==> config.mk <==
export PLATFORM = sky130hd
export DESIGN_NAME = epc_cmd_set
export DESIGN_NICKNAME = d
export VERILOG_FILES = /design/src/verilog/epc_pkg.sv /design/src/verilog/epc_cmd_set.sv
export SDC_FILE = /design/constraint.sdc
export NUM_CORES = 1
export LEC_CHECK = 0
export BUFFER_PORTS_ARGS = -buffer_cell sky130_fd_sc_hd__buf_2
export CAP_MARGIN = 20
export CORE_MARGIN = 5
export CORE_UTILIZATION = 60
export DETAILED_ROUTE_END_ITERATION = 6
export PLACE_DENSITY = 0.95
export SLEW_MARGIN = 25
export SYNTH_ARGS = -nofsm -noshare
export SYNTH_HDL_FRONTEND = slang
export SYNTH_SLANG_ARGS = --single-unit
export TNS_END_PERCENT = 30
==> constraint.sdc <==
create_clock -name clk_sys_in -period 3.5 [get_ports clk_sys_in]
set_input_delay 0.525 -clock clk_sys_in [delete_from_list [all_inputs] [get_ports clk_sys_in]]
set_output_delay 0.525 -clock clk_sys_in [all_outputs]
set_load 0.1 [all_outputs]
==> src/verilog/epc_pkg.sv <==
// Constants for the e-paper command interpreter: command codes, defaults,
// field positions, register offsets and timing figures.
// Assumes a 10 MHz system clock and an 8-bit byte stream from a serial deframer.
package epc_pkg;

  // Command codes seen with data/command select low.
  localparam logic [7:0] CMD_SOFTSTART  = 8'h0C;
  localparam logic [7:0] CMD_SOFT_REINIT = 8'h12;
  localparam logic [7:0] CMD_TEMP_SEL   = 8'h18;
  localparam logic [7:0] CMD_TEMP_WRITE = 8'h1A;
  localparam logic [7:0] CMD_ACTIVATE   = 8'h20;
  localparam logic [7:0] CMD_UPD_CTRL   = 8'h21;
  localparam logic [7:0] CMD_UPD_OPTION = 8'h22;

  // Power-on and soft re-init defaults.
  localparam logic [7:0]  RST_PHASE1   = 8'h8B;
  localparam logic [7:0]  RST_PHASE2   = 8'h9C;
  localparam logic [7:0]  RST_PHASE3   = 8'h96;
  localparam logic [7:0]  RST_DURATION = 8'h0F;
  localparam logic [7:0]  RST_TEMP_SEL = 8'h48;
  localparam logic [11:0] RST_TEMP     = 12'h07FF;
  localparam logic [7:0]  RST_UPD_A    = 8'h00;
  localparam logic [7:0]  RST_UPD_B    = 8'h00;
  localparam logic [7:0]  RST_UPD_OPT  = 8'hFF;

  // Temperature source codes.
  localparam logic [7:0] TSEL_EXTERNAL = 8'h48;
  localparam logic [7:0] TSEL_INTERNAL = 8'h80;

  // Phase byte fields.
  localparam int STR_MSB = 6;
  localparam int STR_LSB = 4;
  localparam int OFF_MSB = 3;
  localparam int OFF_LSB = 0;
  localparam logic [3:0] OFF_MIN_CODE = 4'h4;

  // Plane option codes in each nibble of the first update-control byte.
  localparam logic [3:0] PLANE_NORMAL = 4'h0;
  localparam logic [3:0] PLANE_ZERO   = 4'h4;
  localparam logic [3:0] PLANE_INVERT = 4'h8;
  localparam int SRC_MODE_BIT = 7;

  // Source output bounds for the two source modes.
  localparam logic [7:0] SRC_FULL_FIRST = 8'h00;
  localparam logic [7:0] SRC_FULL_LAST  = 8'hAF;
  localparam logic [7:0] SRC_NARROW_FIRST = 8'h08;
  localparam logic [7:0] SRC_NARROW_LAST  = 8'hA7;

  // Register offsets on the plain register port.
  localparam logic [3:0] REG_PHASE1   = 4'h0;
  localparam logic [3:0] REG_PHASE2   = 4'h1;
  localparam logic [3:0] REG_PHASE3   = 4'h2;
  localparam logic [3:0] REG_DURATION = 4'h3;
  localparam logic [3:0] REG_TEMP_SEL = 4'h4;
  localparam logic [3:0] REG_TEMP_HI  = 4'h5;
  localparam logic [3:0] REG_TEMP_LO  = 4'h6;
  localparam logic [3:0] REG_UPD_A    = 4'h7;
  localparam logic [3:0] REG_UPD_B    = 4'h8;
  localparam logic [3:0] REG_UPD_OPT  = 4'h9;
  localparam logic [3:0] REG_STATUS   = 4'hA;
  localparam logic [3:0] REG_CONTROL  = 4'hB;
  localparam int CTRL_REINIT_BIT   = 0;
  localparam int CTRL_ACTIVATE_BIT = 1;

  // Timing: one duration step is 10 ms at the 10 MHz clock.
  localparam int CLK_FREQ_HZ     = 10_000_000;
  localparam int DUR_STEP_MS     = 10;
  localparam int DUR_STEP_CYCLES = DUR_STEP_MS * (CLK_FREQ_HZ / 1000);
  localparam int REINIT_CYCLES   = 16;

endpackage

==> src/verilog/epc_cmd_set.sv <==
// Command interpreter for the booster, temperature and display update commands.
// Assumes a deframer delivers each byte as a one-cycle strobe with its D/C level,
// and that the update sequencer pulses update_done_in when a sequence ends.
// How it works
// - Booster command stores three phase bytes, defaults 8Bh, 9Ch, 96h.
// - Booster command takes a fourth byte, the duration, default 0Fh.
// - Phase bits six to four give driving strength levels one to eight.
// - Phase bits three to zero give off time; codes below 0100 invalid.
// - Duration byte holds phase three, two, one fields high to low.
// - Duration codes 00 to 11 mean 10, 20, 30, 40 ms.
// - Soft re-init command restores every default except deep sleep.
// - Busy stays high while the soft re-init runs.
// - Soft re-init leaves display RAM untouched.
// - Temperature source byte, 48h external default, 80h internal.
// - Temperature write loads twelve bits, high byte then upper nibble.
// - Activation command starts the update sequence, no parameters.
// - Update control command takes two bytes, both default 00h.
// - First byte upper nibble picks red plane normal, zero or invert.
// - First byte lower nibble picks black-white plane the same way.
// - Second byte bit seven narrows sources to outputs 8 to 167.
// - Activation runs the stages enabled in the option byte, default FFh.
`timescale 1ns/1ps

module epc_cmd_set #(
  parameter int DUR_STEP_CYCLES = epc_pkg::DUR_STEP_CYCLES,
  parameter int REINIT_CYCLES   = epc_pkg::REINIT_CYCLES
) (
  // Clock and reset.
  input  wire logic        clk_sys_in,
  input  wire logic        rst_n_in,
  // Byte stream from the serial deframer.
  input  wire logic        byte_valid_in,
  input  wire logic [7:0]  byte_in,
  input  wire logic        dc_in,
  // Register port.
  input  wire logic [3:0]  reg_addr_in,
  input  wire logic [7:0]  reg_wdata_in,
  input  wire logic        reg_wr_in,
  input  wire logic        reg_rd_in,
  output logic      [7:0]  reg_rdata_out,
  // Update sequencer handshake.
  input  wire logic        update_done_in,
  output logic             update_start_out,
  output logic      [7:0]  update_option_out,
  output logic             busy_out,
  output logic             soft_reinit_out,
  // Booster soft-start settings, index 0 is phase one.
  output logic [2:0][3:0]  boost_level_out,
  output logic [2:0][3:0]  gate_off_code_out,
  output logic [2:0][7:0]  gate_off_tenths_out,
  output logic [2:0]       gate_off_valid_out,
  output logic [2:0][1:0]  phase_dur_code_out,
  output logic [2:0][21:0] phase_dur_cycles_out,
  // Temperature settings.
  output logic             temp_internal_out,
  output logic      [11:0] temp_out,
  // Display update RAM and source options.
  output logic      [1:0]  red_plane_mode_out,
  output logic      [1:0]  black_white_plane_mode_out,
  output logic      [7:0]  src_first_out,
  output logic      [7:0]  src_last_out
);

  ////////////////////////////////////////////////////////////////////////////
  // Types and state.

  typedef enum logic [1:0] {
    ST_IDLE,
    ST_REINIT,
    ST_UPDATE
  } epc_fsm_type;

  // Plane modes on the output: 0 normal, 1 forced to zero, 2 inverted.
  typedef enum logic [1:0] {
    PM_NORMAL,
    PM_ZERO,
    PM_INVERT
  } epc_plane_type;

  typedef struct packed {
    logic [2:0][7:0] phase;
    logic [7:0]      duration;
    logic [7:0]      temp_sel;
    logic [11:0]     temp;
    logic [7:0]      upd_a;
    logic [7:0]      upd_b;
    logic [7:0]      upd_opt;
    logic [7:0]      cmd;
    logic [2:0]      idx;
    epc_fsm_type     fsm;
    logic [15:0]     cnt;
    logic            start;
    logic            reinit;
    logic [7:0]      rdata;
  } epc_state_type;

  localparam epc_state_type RESET_STATE = '{
    phase:    {epc_pkg::RST_PHASE3, epc_pkg::RST_PHASE2, epc_pkg::RST_PHASE1},
    duration: epc_pkg::RST_DURATION,
    temp_sel: epc_pkg::RST_TEMP_SEL,
    temp:     epc_pkg::RST_TEMP,
    upd_a:    epc_pkg::RST_UPD_A,
    upd_b:    epc_pkg::RST_UPD_B,
    upd_opt:  epc_pkg::RST_UPD_OPT,
    cmd:      8'h00,
    idx:      3'h0,
    fsm:      ST_IDLE,
    cnt:      16'h0000,
    start:    1'b0,
    reinit:   1'b0,
    rdata:    8'h00
  };

  epc_state_type s_q;
  epc_state_type s_d;

  ////////////////////////////////////////////////////////////////////////////
  // Decoding helpers.

  // Off time in tenths of a time unit; zero marks a code that is not usable.
  function automatic logic [7:0] off_tenths(input logic [3:0] code);
    logic [7:0] t;
    t = 8'h00;
    unique case (code)
      4'h4: t = 8'd26;
      4'h5: t = 8'd32;
      4'h6: t = 8'd39;
      4'h7: t = 8'd46;
      4'h8: t = 8'd54;
      4'h9: t = 8'd63;
      4'hA: t = 8'd73;
      4'hB: t = 8'd84;
      4'hC: t = 8'd98;
      4'hD: t = 8'd115;
      4'hE: t = 8'd138;
      4'hF: t = 8'd165;
      default: t = 8'h00;
    endcase
    return t;
  endfunction

  // Unknown nibbles fall back to normal so a stray code never blanks the panel.
  function automatic logic [1:0] plane_mode(input logic [3:0] code);
    logic [1:0] m;
    m = PM_NORMAL;
    if (code == epc_pkg::PLANE_ZERO) begin
      m = PM_ZERO;
    end else if (code == epc_pkg::PLANE_INVERT) begin
      m = PM_INVERT;
    end
    return m;
  endfunction

  ////////////////////////////////////////////////////////////////////////////
  // Next-state logic.

  // Bytes that arrive while busy are dropped; the host is expected to wait.
  always_comb begin
    s_d        = s_q;
    s_d.start  = 1'b0;
    s_d.reinit = 1'b0;
    s_d.rdata  = 8'h00;

    // Busy phases: re-init runs a fixed count, an update waits for the sequencer.
    unique case (s_q.fsm)
      ST_IDLE: begin
      end
      ST_REINIT: begin
        if (s_q.cnt <= 16'h0001) begin
          s_d.fsm = ST_IDLE;
        end else begin
          s_d.cnt = s_q.cnt - 16'h0001;
        end
      end
      ST_UPDATE: begin
        if (update_done_in) begin
          s_d.fsm = ST_IDLE;
        end
      end
    endcase

    if (byte_valid_in && s_q.fsm == ST_IDLE) begin
      if (!dc_in) begin
        s_d.cmd = byte_in;
        s_d.idx = 3'h0;
        if (byte_in == epc_pkg::CMD_SOFT_REINIT) begin
          // Only settings return to defaults; no RAM clear is issued.
          s_d          = RESET_STATE;
          s_d.cmd      = byte_in;
          s_d.fsm      = ST_REINIT;
          s_d.cnt      = REINIT_CYCLES[15:0];
          s_d.reinit   = 1'b1;
        end else if (byte_in == epc_pkg::CMD_ACTIVATE) begin
          s_d.start = 1'b1;
          s_d.fsm   = ST_UPDATE;
        end
      end else begin
        if (s_q.idx != 3'h7) begin
          s_d.idx = s_q.idx + 3'h1;
        end
        unique case (s_q.cmd)
          epc_pkg::CMD_SOFTSTART: begin
            if (s_q.idx < 3'h3) begin
              s_d.phase[s_q.idx[1:0]] = byte_in;
            end else if (s_q.idx == 3'h3) begin
              s_d.duration = byte_in;
            end
          end
          epc_pkg::CMD_TEMP_SEL: begin
            if (s_q.idx == 3'h0) begin
              s_d.temp_sel = byte_in;
            end
          end
          epc_pkg::CMD_TEMP_WRITE: begin
            if (s_q.idx == 3'h0) begin
              s_d.temp[11:4] = byte_in;
            end else if (s_q.idx == 3'h1) begin
              s_d.temp[3:0] = byte_in[7:4];
            end
          end
          epc_pkg::CMD_UPD_CTRL: begin
            if (s_q.idx == 3'h0) begin
              s_d.upd_a = byte_in;
            end else if (s_q.idx == 3'h1) begin
              s_d.upd_b = byte_in;
            end
          end
          epc_pkg::CMD_UPD_OPTION: begin
            if (s_q.idx == 3'h0) begin
              s_d.upd_opt = byte_in;
            end
          end
          default: begin
          end
        endcase
      end
    end

    // Register writes land after byte handling, so software wins a same-cycle clash.
    if (reg_wr_in) begin
      unique case (reg_addr_in)
        epc_pkg::REG_PHASE1:   s_d.phase[0]       = reg_wdata_in;
        epc_pkg::REG_PHASE2:   s_d.phase[1]       = reg_wdata_in;
        epc_pkg::REG_PHASE3:   s_d.phase[2]       = reg_wdata_in;
        epc_pkg::REG_DURATION: s_d.duration       = reg_wdata_in;
        epc_pkg::REG_TEMP_SEL: s_d.temp_sel       = reg_wdata_in;
        epc_pkg::REG_TEMP_HI:  s_d.temp[11:4]     = reg_wdata_in;
        epc_pkg::REG_TEMP_LO:  s_d.temp[3:0]      = reg_wdata_in[7:4];
        epc_pkg::REG_UPD_A:    s_d.upd_a          = reg_wdata_in;
        epc_pkg::REG_UPD_B:    s_d.upd_b          = reg_wdata_in;
        epc_pkg::REG_UPD_OPT:  s_d.upd_opt        = reg_wdata_in;
        epc_pkg::REG_CONTROL: begin
          if (s_q.fsm == ST_IDLE && reg_wdata_in[epc_pkg::CTRL_REINIT_BIT]) begin
            s_d        = RESET_STATE;
            s_d.fsm    = ST_REINIT;
            s_d.cnt    = REINIT_CYCLES[15:0];
            s_d.reinit = 1'b1;
          end else if (s_q.fsm == ST_IDLE && reg_wdata_in[epc_pkg::CTRL_ACTIVATE_BIT]) begin
            s_d.start = 1'b1;
            s_d.fsm   = ST_UPDATE;
          end
        end
        default: begin
        end
      endcase
    end

    // Read data stands only in the cycle after the strobe; holes read zero.
    if (reg_rd_in) begin
      unique case (reg_addr_in)
        epc_pkg::REG_PHASE1:   s_d.rdata = s_q.phase[0];
        epc_pkg::REG_PHASE2:   s_d.rdata = s_q.phase[1];
        epc_pkg::REG_PHASE3:   s_d.rdata = s_q.phase[2];
        epc_pkg::REG_DURATION: s_d.rdata = s_q.duration;
        epc_pkg::REG_TEMP_SEL: s_d.rdata = s_q.temp_sel;
        epc_pkg::REG_TEMP_HI:  s_d.rdata = s_q.temp[11:4];
        epc_pkg::REG_TEMP_LO:  s_d.rdata = {s_q.temp[3:0], 4'h0};
        epc_pkg::REG_UPD_A:    s_d.rdata = s_q.upd_a;
        epc_pkg::REG_UPD_B:    s_d.rdata = s_q.upd_b;
        epc_pkg::REG_UPD_OPT:  s_d.rdata = s_q.upd_opt;
        epc_pkg::REG_STATUS:   s_d.rdata = {5'h00, s_q.fsm, s_q.fsm != ST_IDLE};
        default:               s_d.rdata = 8'h00;
      endcase
    end
  end

  ////////////////////////////////////////////////////////////////////////////
  // State register.

  always_ff @(posedge clk_sys_in or negedge rst_n_in) begin
    if (!rst_n_in) begin
      s_q <= RESET_STATE;
    end else begin
      s_q <= s_d;
    end
  end

  ////////////////////////////////////////////////////////////////////////////
  // Outputs decoded from the stored settings.

  assign reg_rdata_out     = s_q.rdata;
  assign update_start_out  = s_q.start;
  assign update_option_out = s_q.upd_opt;
  assign busy_out          = s_q.fsm != ST_IDLE;
  assign soft_reinit_out   = s_q.reinit;

  // Per-phase fields; the duration byte packs phase one in its low bits.
  always_comb begin
    for (int p = 0; p < 3; p++) begin
      boost_level_out[p]      = {1'b0, s_q.phase[p][epc_pkg::STR_MSB:epc_pkg::STR_LSB]}
                                + 4'h1;
      gate_off_code_out[p]    = s_q.phase[p][epc_pkg::OFF_MSB:epc_pkg::OFF_LSB];
      gate_off_tenths_out[p]  = off_tenths(gate_off_code_out[p]);
      gate_off_valid_out[p]   = gate_off_code_out[p] >= epc_pkg::OFF_MIN_CODE;
      phase_dur_code_out[p]   = s_q.duration[2*p +: 2];
      phase_dur_cycles_out[p] = 22'((int'(phase_dur_code_out[p]) + 1) * DUR_STEP_CYCLES);
    end
  end

  assign temp_internal_out = s_q.temp_sel == epc_pkg::TSEL_INTERNAL;
  assign temp_out          = s_q.temp;

  assign red_plane_mode_out         = plane_mode(s_q.upd_a[7:4]);
  assign black_white_plane_mode_out = plane_mode(s_q.upd_a[3:0]);
  assign src_first_out = s_q.upd_b[epc_pkg::SRC_MODE_BIT] ? epc_pkg::SRC_NARROW_FIRST
                                                          : epc_pkg::SRC_FULL_FIRST;
  assign src_last_out  = s_q.upd_b[epc_pkg::SRC_MODE_BIT] ? epc_pkg::SRC_NARROW_LAST
                                                          : epc_pkg::SRC_FULL_LAST;

endmodule

* Word level (Yosys, flattened, before mapping)
Memories as Yosys holds them, arrays and structs flattened.
Cells that the tools add are included.
** Storage, ports and cells
- Flip-flop bits (word level) :: 115
- Latch bits :: 0
- Bits in writable memories :: 0
- ROM bits :: 384
- Memories kept :: 3
** Memories
- (no name shown) :: words 16, width 8, read ports 1, clocked after memory_dff 0, write ports 0, RTL line epc_cmd_set.sv:124 : unique case (code)
- (no name shown) :: words 16, width 8, read ports 1, clocked after memory_dff 0, write ports 0, RTL line epc_cmd_set.sv:124
- (no name shown) :: words 16, width 8, read ports 1, clocked after memory_dff 0, write ports 0, RTL line epc_cmd_set.sv:124
** Operators by class
- Add/subtract/negate cells :: 8
- $mul :: 3
- Div/mod/pow operators :: 0
- Magnitude comparators :: 7
- Equal/unequal tests :: 28
- Shift-type cells :: 0
- Mux-type cells :: 64
- Bitwise operators :: 0
- Reductions and logical operators :: 8
** Operators with widths (number)
- 2-to-1 mux 115 bit :: 2
- 2-to-1 mux 87 bit :: 2
- case mux 8 bit (2 select lines) :: 9
- 2-to-1 mux 8 bit :: 13
- case mux 8 bit (11 select lines) :: 1
- 2-to-1 mux 16 bit :: 5
- 2-to-1 mux 76 bit :: 1
- multiplier 3 x 12 -> 15 bit, second input constant :: 3
- 2-to-1 mux 39 bit :: 1
- 2-to-1 mux 32 bit :: 1
- 2-to-1 mux 28 bit :: 1
- bitwise mux 24 bit :: 1
- == test 4 x 3 -> 1 bit, second input constant :: 6
- == test 4 bit, second input constant :: 6
- == test 8 x 5 -> 1 bit, second input constant :: 3
- == test 8 x 6 -> 1 bit, second input constant :: 3
- 2-to-1 mux 24 bit :: 1
- 2-to-1 mux 2 bit :: 10
- 2-to-1 mux 9 bit :: 2
- demux 8 bit (select 2 bit) :: 1
- <= comparator 16 x 1 -> 1 bit, second input constant :: 1
- 2-to-1 mux 4 bit :: 4
- subtractor 16 x 1 -> 16 bit, second input constant :: 1
- adder 3 x 1 -> 4 bit, second input constant :: 3
- 25 further kinds :: 37

* Longest topological paths before layout
- Depth after elaboration :: 14
- Mapped depth :: 10

* Worst setup path after synthesis
OpenSTA, ideal clock, no wires.
- Kind :: register to output
- Start point :: reg s_q, in the netlist phase_dur_code_out[2]
- End point :: out phase_dur_cycles_out[33] in the netlist's numbering
- Data arrival time :: 5.792 ns
- Required time :: 2.975 ns
- Path slack :: -2.817 ns
- Cell stages (with the launch flop) :: 7
- Cell sequence :: dfstp_2 > inv_1 > ha_1 > xnor2_1 > ha_1 > a31oi_1 > xnor2_1
** RTL lines
- start: declaration :: RTL line epc_cmd_set.sv:114 : epc_state_type s_q;
- start signal: assignment :: RTL line epc_cmd_set.sv:292 : s_q <= RESET_STATE;
- start signal: assignment :: RTL line epc_cmd_set.sv:294 : s_q <= s_d;
- end: declaration :: RTL line epc_cmd_set.sv:53 : output logic [2:0][21:0] phase_dur_cycles_out,

==> results.json <==
{
  "dr.first_iter.drc_count": 1377,
  "antenna_found_initial": 0,
  "fillers": 1141,
  "wl_per_cell_microns": 21.9,
  "startpoint_type": "register",
  "post-place-cells": 1354,
  "die_y_microns": 134,
  "drcViolationCount": 13,
  "synth_seq_cells": 115,
  "synthAdderAreaFrac_pct": 7.93,
  "track_usage_pct": 33.2,
  "cts.reportedPaths.clkPinSlew_ns": 0.05,
  "io_pins": 202,
  "dr_wl_met2_microns": 13300,
  "wl_met3_microns": 4460,
  "max_freq_ghz": 0.297,
  "synth_top_area_share_pct": 21.3,
  "worst-setup-path-type": "register to output pin",
  "overflow": 0,
  "areaGrowthSynthToFinish_pct": 14.1,
  "insertion_delay_ns": 0.42,
  "ys_seq_area_share_pct": 31.9,
  "vias": 9221,
  "rsz0062_at_grt": "false",
  "placementRows": 45,
  "hold_viol": 0,
  "cp.required_ns": 2.97,
  "clkSinkCount": 115,
  "post-route-period-util_pct": 96.3,
  "drive_above_1_share_pct": 26.3,
  "maxSlewViolCount": 0,
  "cts-root-buf": "clkbuf_16",
  "fin_nets": 1270,
  "yosys_warnings": 0,
  "hp-class": "primary input to async pin",
  "setup_slack_ns": 0.131,
  "worst_pin_slew_ns": 0.988,
  "synth_simple_gate_area_share_pct": 19.9,
  "synth_top_family_by_area": "compound AO/OA/AOI/OAI gates",
  "violations": "design-rule violations",
  "synth_compound_area_share_pct": 20.6,
  "syn_area_sq_um": 9160,
  "synth_xor_area_share_pct": 2.87,
  "worstPathMaxFanout": 10,
  "clock_path_buffers": 2,
  "synth_commonest_cells": "nand2_1 (103), buf_4 (94), nor2_1 (82)",
  "synthMostInstantiatedCell": "nand2_1",
  "synth_ff_type": "dfrtp_1",
  "wirelength_microns": 30400,
  "ys_async_sr_fraction_pct": 100,
  "num_antenna_cells": 0,
  "fin_crit_ns": 3.37,
  "critPathArrivalTime_ns": 2.84,
  "endpoint_kind": "output pin",
  "synth.avg_cell_area_sq_um": 8.28,
  "cts_buffers": 17,
  "maxCapViolations": 0,
  "preCtsSetupSlack_ns": 0.471,
  "synth_mux_area_share_pct": 3.96,
  "hpwl_microns": 21400,
  "grt_pass1_wl_microns": 47000,
  "portBuffers": 163,
  "synth_area_leader_cell": "dfrtp_1",
  "synth_edf_count": 0,
  "timing.setup.tns_ns": 0,
  "ff_latch_area_sq_um": 2930,
  "floorplan.initialDensity_pct": 60.7,
  "ys_types": 73,
  "status": "complete, but fails checks",
  "cts_tree": "built",
  "postLayoutCoreUtil_pct": 69.2,
  "die-area_sq_um": 17800,
  "cts_setup_buffers": 0,
  "maxSlewHeadroom_pct": 33.2,
  "viasPerCell": 6.65,
  "top_layer": "met4",
  "final_cell_count_no_fill": 1386,
  "grt_pass1_vias": 8706,
  "ys_top_cells_by_area": "dfrtp_1 (21%), dfstp_2 (11%), ha_1 (7.9%)",
  "firstDrtPassIters": 7,
  "die_x_microns": 134,
  "grt_max_degree": 69,
  "core_sq_um": 15100,
  "setup_violations": 0,
  "drt-met1-wl_microns": 10900,
  "syn_inst": 1106,
  "fin_skew_ns": 0.00635,
  "drtAntennaViolNets": 0,
  "multiInputGateArea_sq_um": 5520,
  "htreeDepth": 4,
  "gp_congestion": 1.02
}
==> worst max-delay path, stage by stage, from the launching register on <==
cell	delay, ns
dfstp_2	0.70
clkinvlp_4	0.25
ha_4	0.36
xnor2_4	0.09
ha_4	0.17
a31oi_1	0.35
xnor2_4	0.16
clkbuf_4	0.34
==> layout by cell type (no fill, tap or decap), types with 7 or more instances in the layout <==
| master | synthesis | routed |
|---|---|---|
| and2_1 | 8 | 8 |
| o21ai_0 | 78 | 78 |
| a211oi_1 | 11 | 11 |
| nand3_1 | 23 | 23 |
| clkbuf_16 | 0 | 17 |
| buf_2 | 4 | 160 |
| and3_1 | 11 | 11 |
| nor2_1 | 82 | 81 |
| a32oi_1 | 14 | 14 |
| nor2b_1 | 19 | 19 |
| conb_1 | 2 | 38 |
| nor4_1 | 8 | 8 |
| nand4_1 | 8 | 8 |
| xnor2_1 | 20 | 11 |
| nor4b_1 | 10 | 9 |
| o211ai_1 | 8 | 8 |
| a22oi_1 | 19 | 19 |
| nand2_1 | 103 | 103 |
| xor2_1 | 10 | 7 |
| a31oi_1 | 12 | 12 |
| buf_4 | 94 | 24 |
| nand2b_1 | 18 | 15 |
| ha_1 | 58 | 52 |
| inv_1 | 48 | 45 |
| dfstp_2 | 37 | 37 |
| nor3_1 | 24 | 22 |
| a221oi_1 | 10 | 10 |
| mux2i_1 | 25 | 25 |
| mux2_2 | 10 | 10 |
| dfrtp_1 | 78 | 77 |
| o22ai_1 | 19 | 19 |
| a21oi_1 | 77 | 76 |
==> cell type report <==
class	instances	share of cell area [%]
flip-flops and latches	115	28.0
multi-input cells	814	52.8
repair buffers	187	9.72
well taps	188	2.25
inverters	50	1.90
clock buffers	22	4.54
clock inverters	10	0.790
==> worst paths after layout <==
| check | start | end | slack [ns] | cells past startpoint |
|---|---|---|---|---|
| setup / recovery | phase_dur_code_out[2] | phase_dur_cycles_out[33] | 0.13 | 7 |
| hold / removal | rst_n_in | reg_rdata_out[1] | 0.12 | 1 |
| setup reg to reg | s_q[27] | s_q[103] | 0.60 | 8 |
| hold reg to reg | s_q[14] | s_q[14] | 0.52 | 1 |
| max in group asynchronous | rst_n_in | temp_out[9] | 2.57 | 2 |
| min in group clk_sys_in | reg_wdata_in[7] | update_option_out[7] | 0.48 | 3 |
==> timing repair <==
item	in CTS	in global routing
resized for setup	0	4
endpoints found under the setup margin	0	4
hold buffers	0	0
hold endpoints to repair	0	0
==> stage by stage <==
stage	cell area [sq um]	hold slack (ns)
2_1_floorplan	9600	0.229
3_3_place_gp	9880	0.478
3_5_place_dp	9880	0.478
4_1_cts	10400	0.135
5_1_grt	10400	0.172
6_report	10400	0.123
==> logic make-up after synthesis <==
logic type / count (synthesis)
buf+inv: 213
fa+ha+maj: 58
xor+xnor: 30
flops: 115
simple gates: 357
mux: 35
other cells: 2
compound gates: 296
==> flip-flops by register name (all words and copies together) (netlist names) <==
name	count
gate_off_code_out	12
phase_dur_code_out	6
reg_rdata_out	8
s_q	67
soft_reinit_out	1
temp_out	12
update_option_out	8
update_start_out	1
==> layer usage <==
| metal | vias to the layer above | track usage [%] |
|---|---|---|
| met4 | 0 | 17.9 |
| li1 | 3966 | - |
| met1 | 4266 | 42.5 |
| met3 | 171 | 9.44 |
| met5 | - | 0 |
| met2 | 818 | 51.0 |
Power is not shown: default switching activity piles up to over one toggle a cycle in this logic, so the estimate is an artifact.
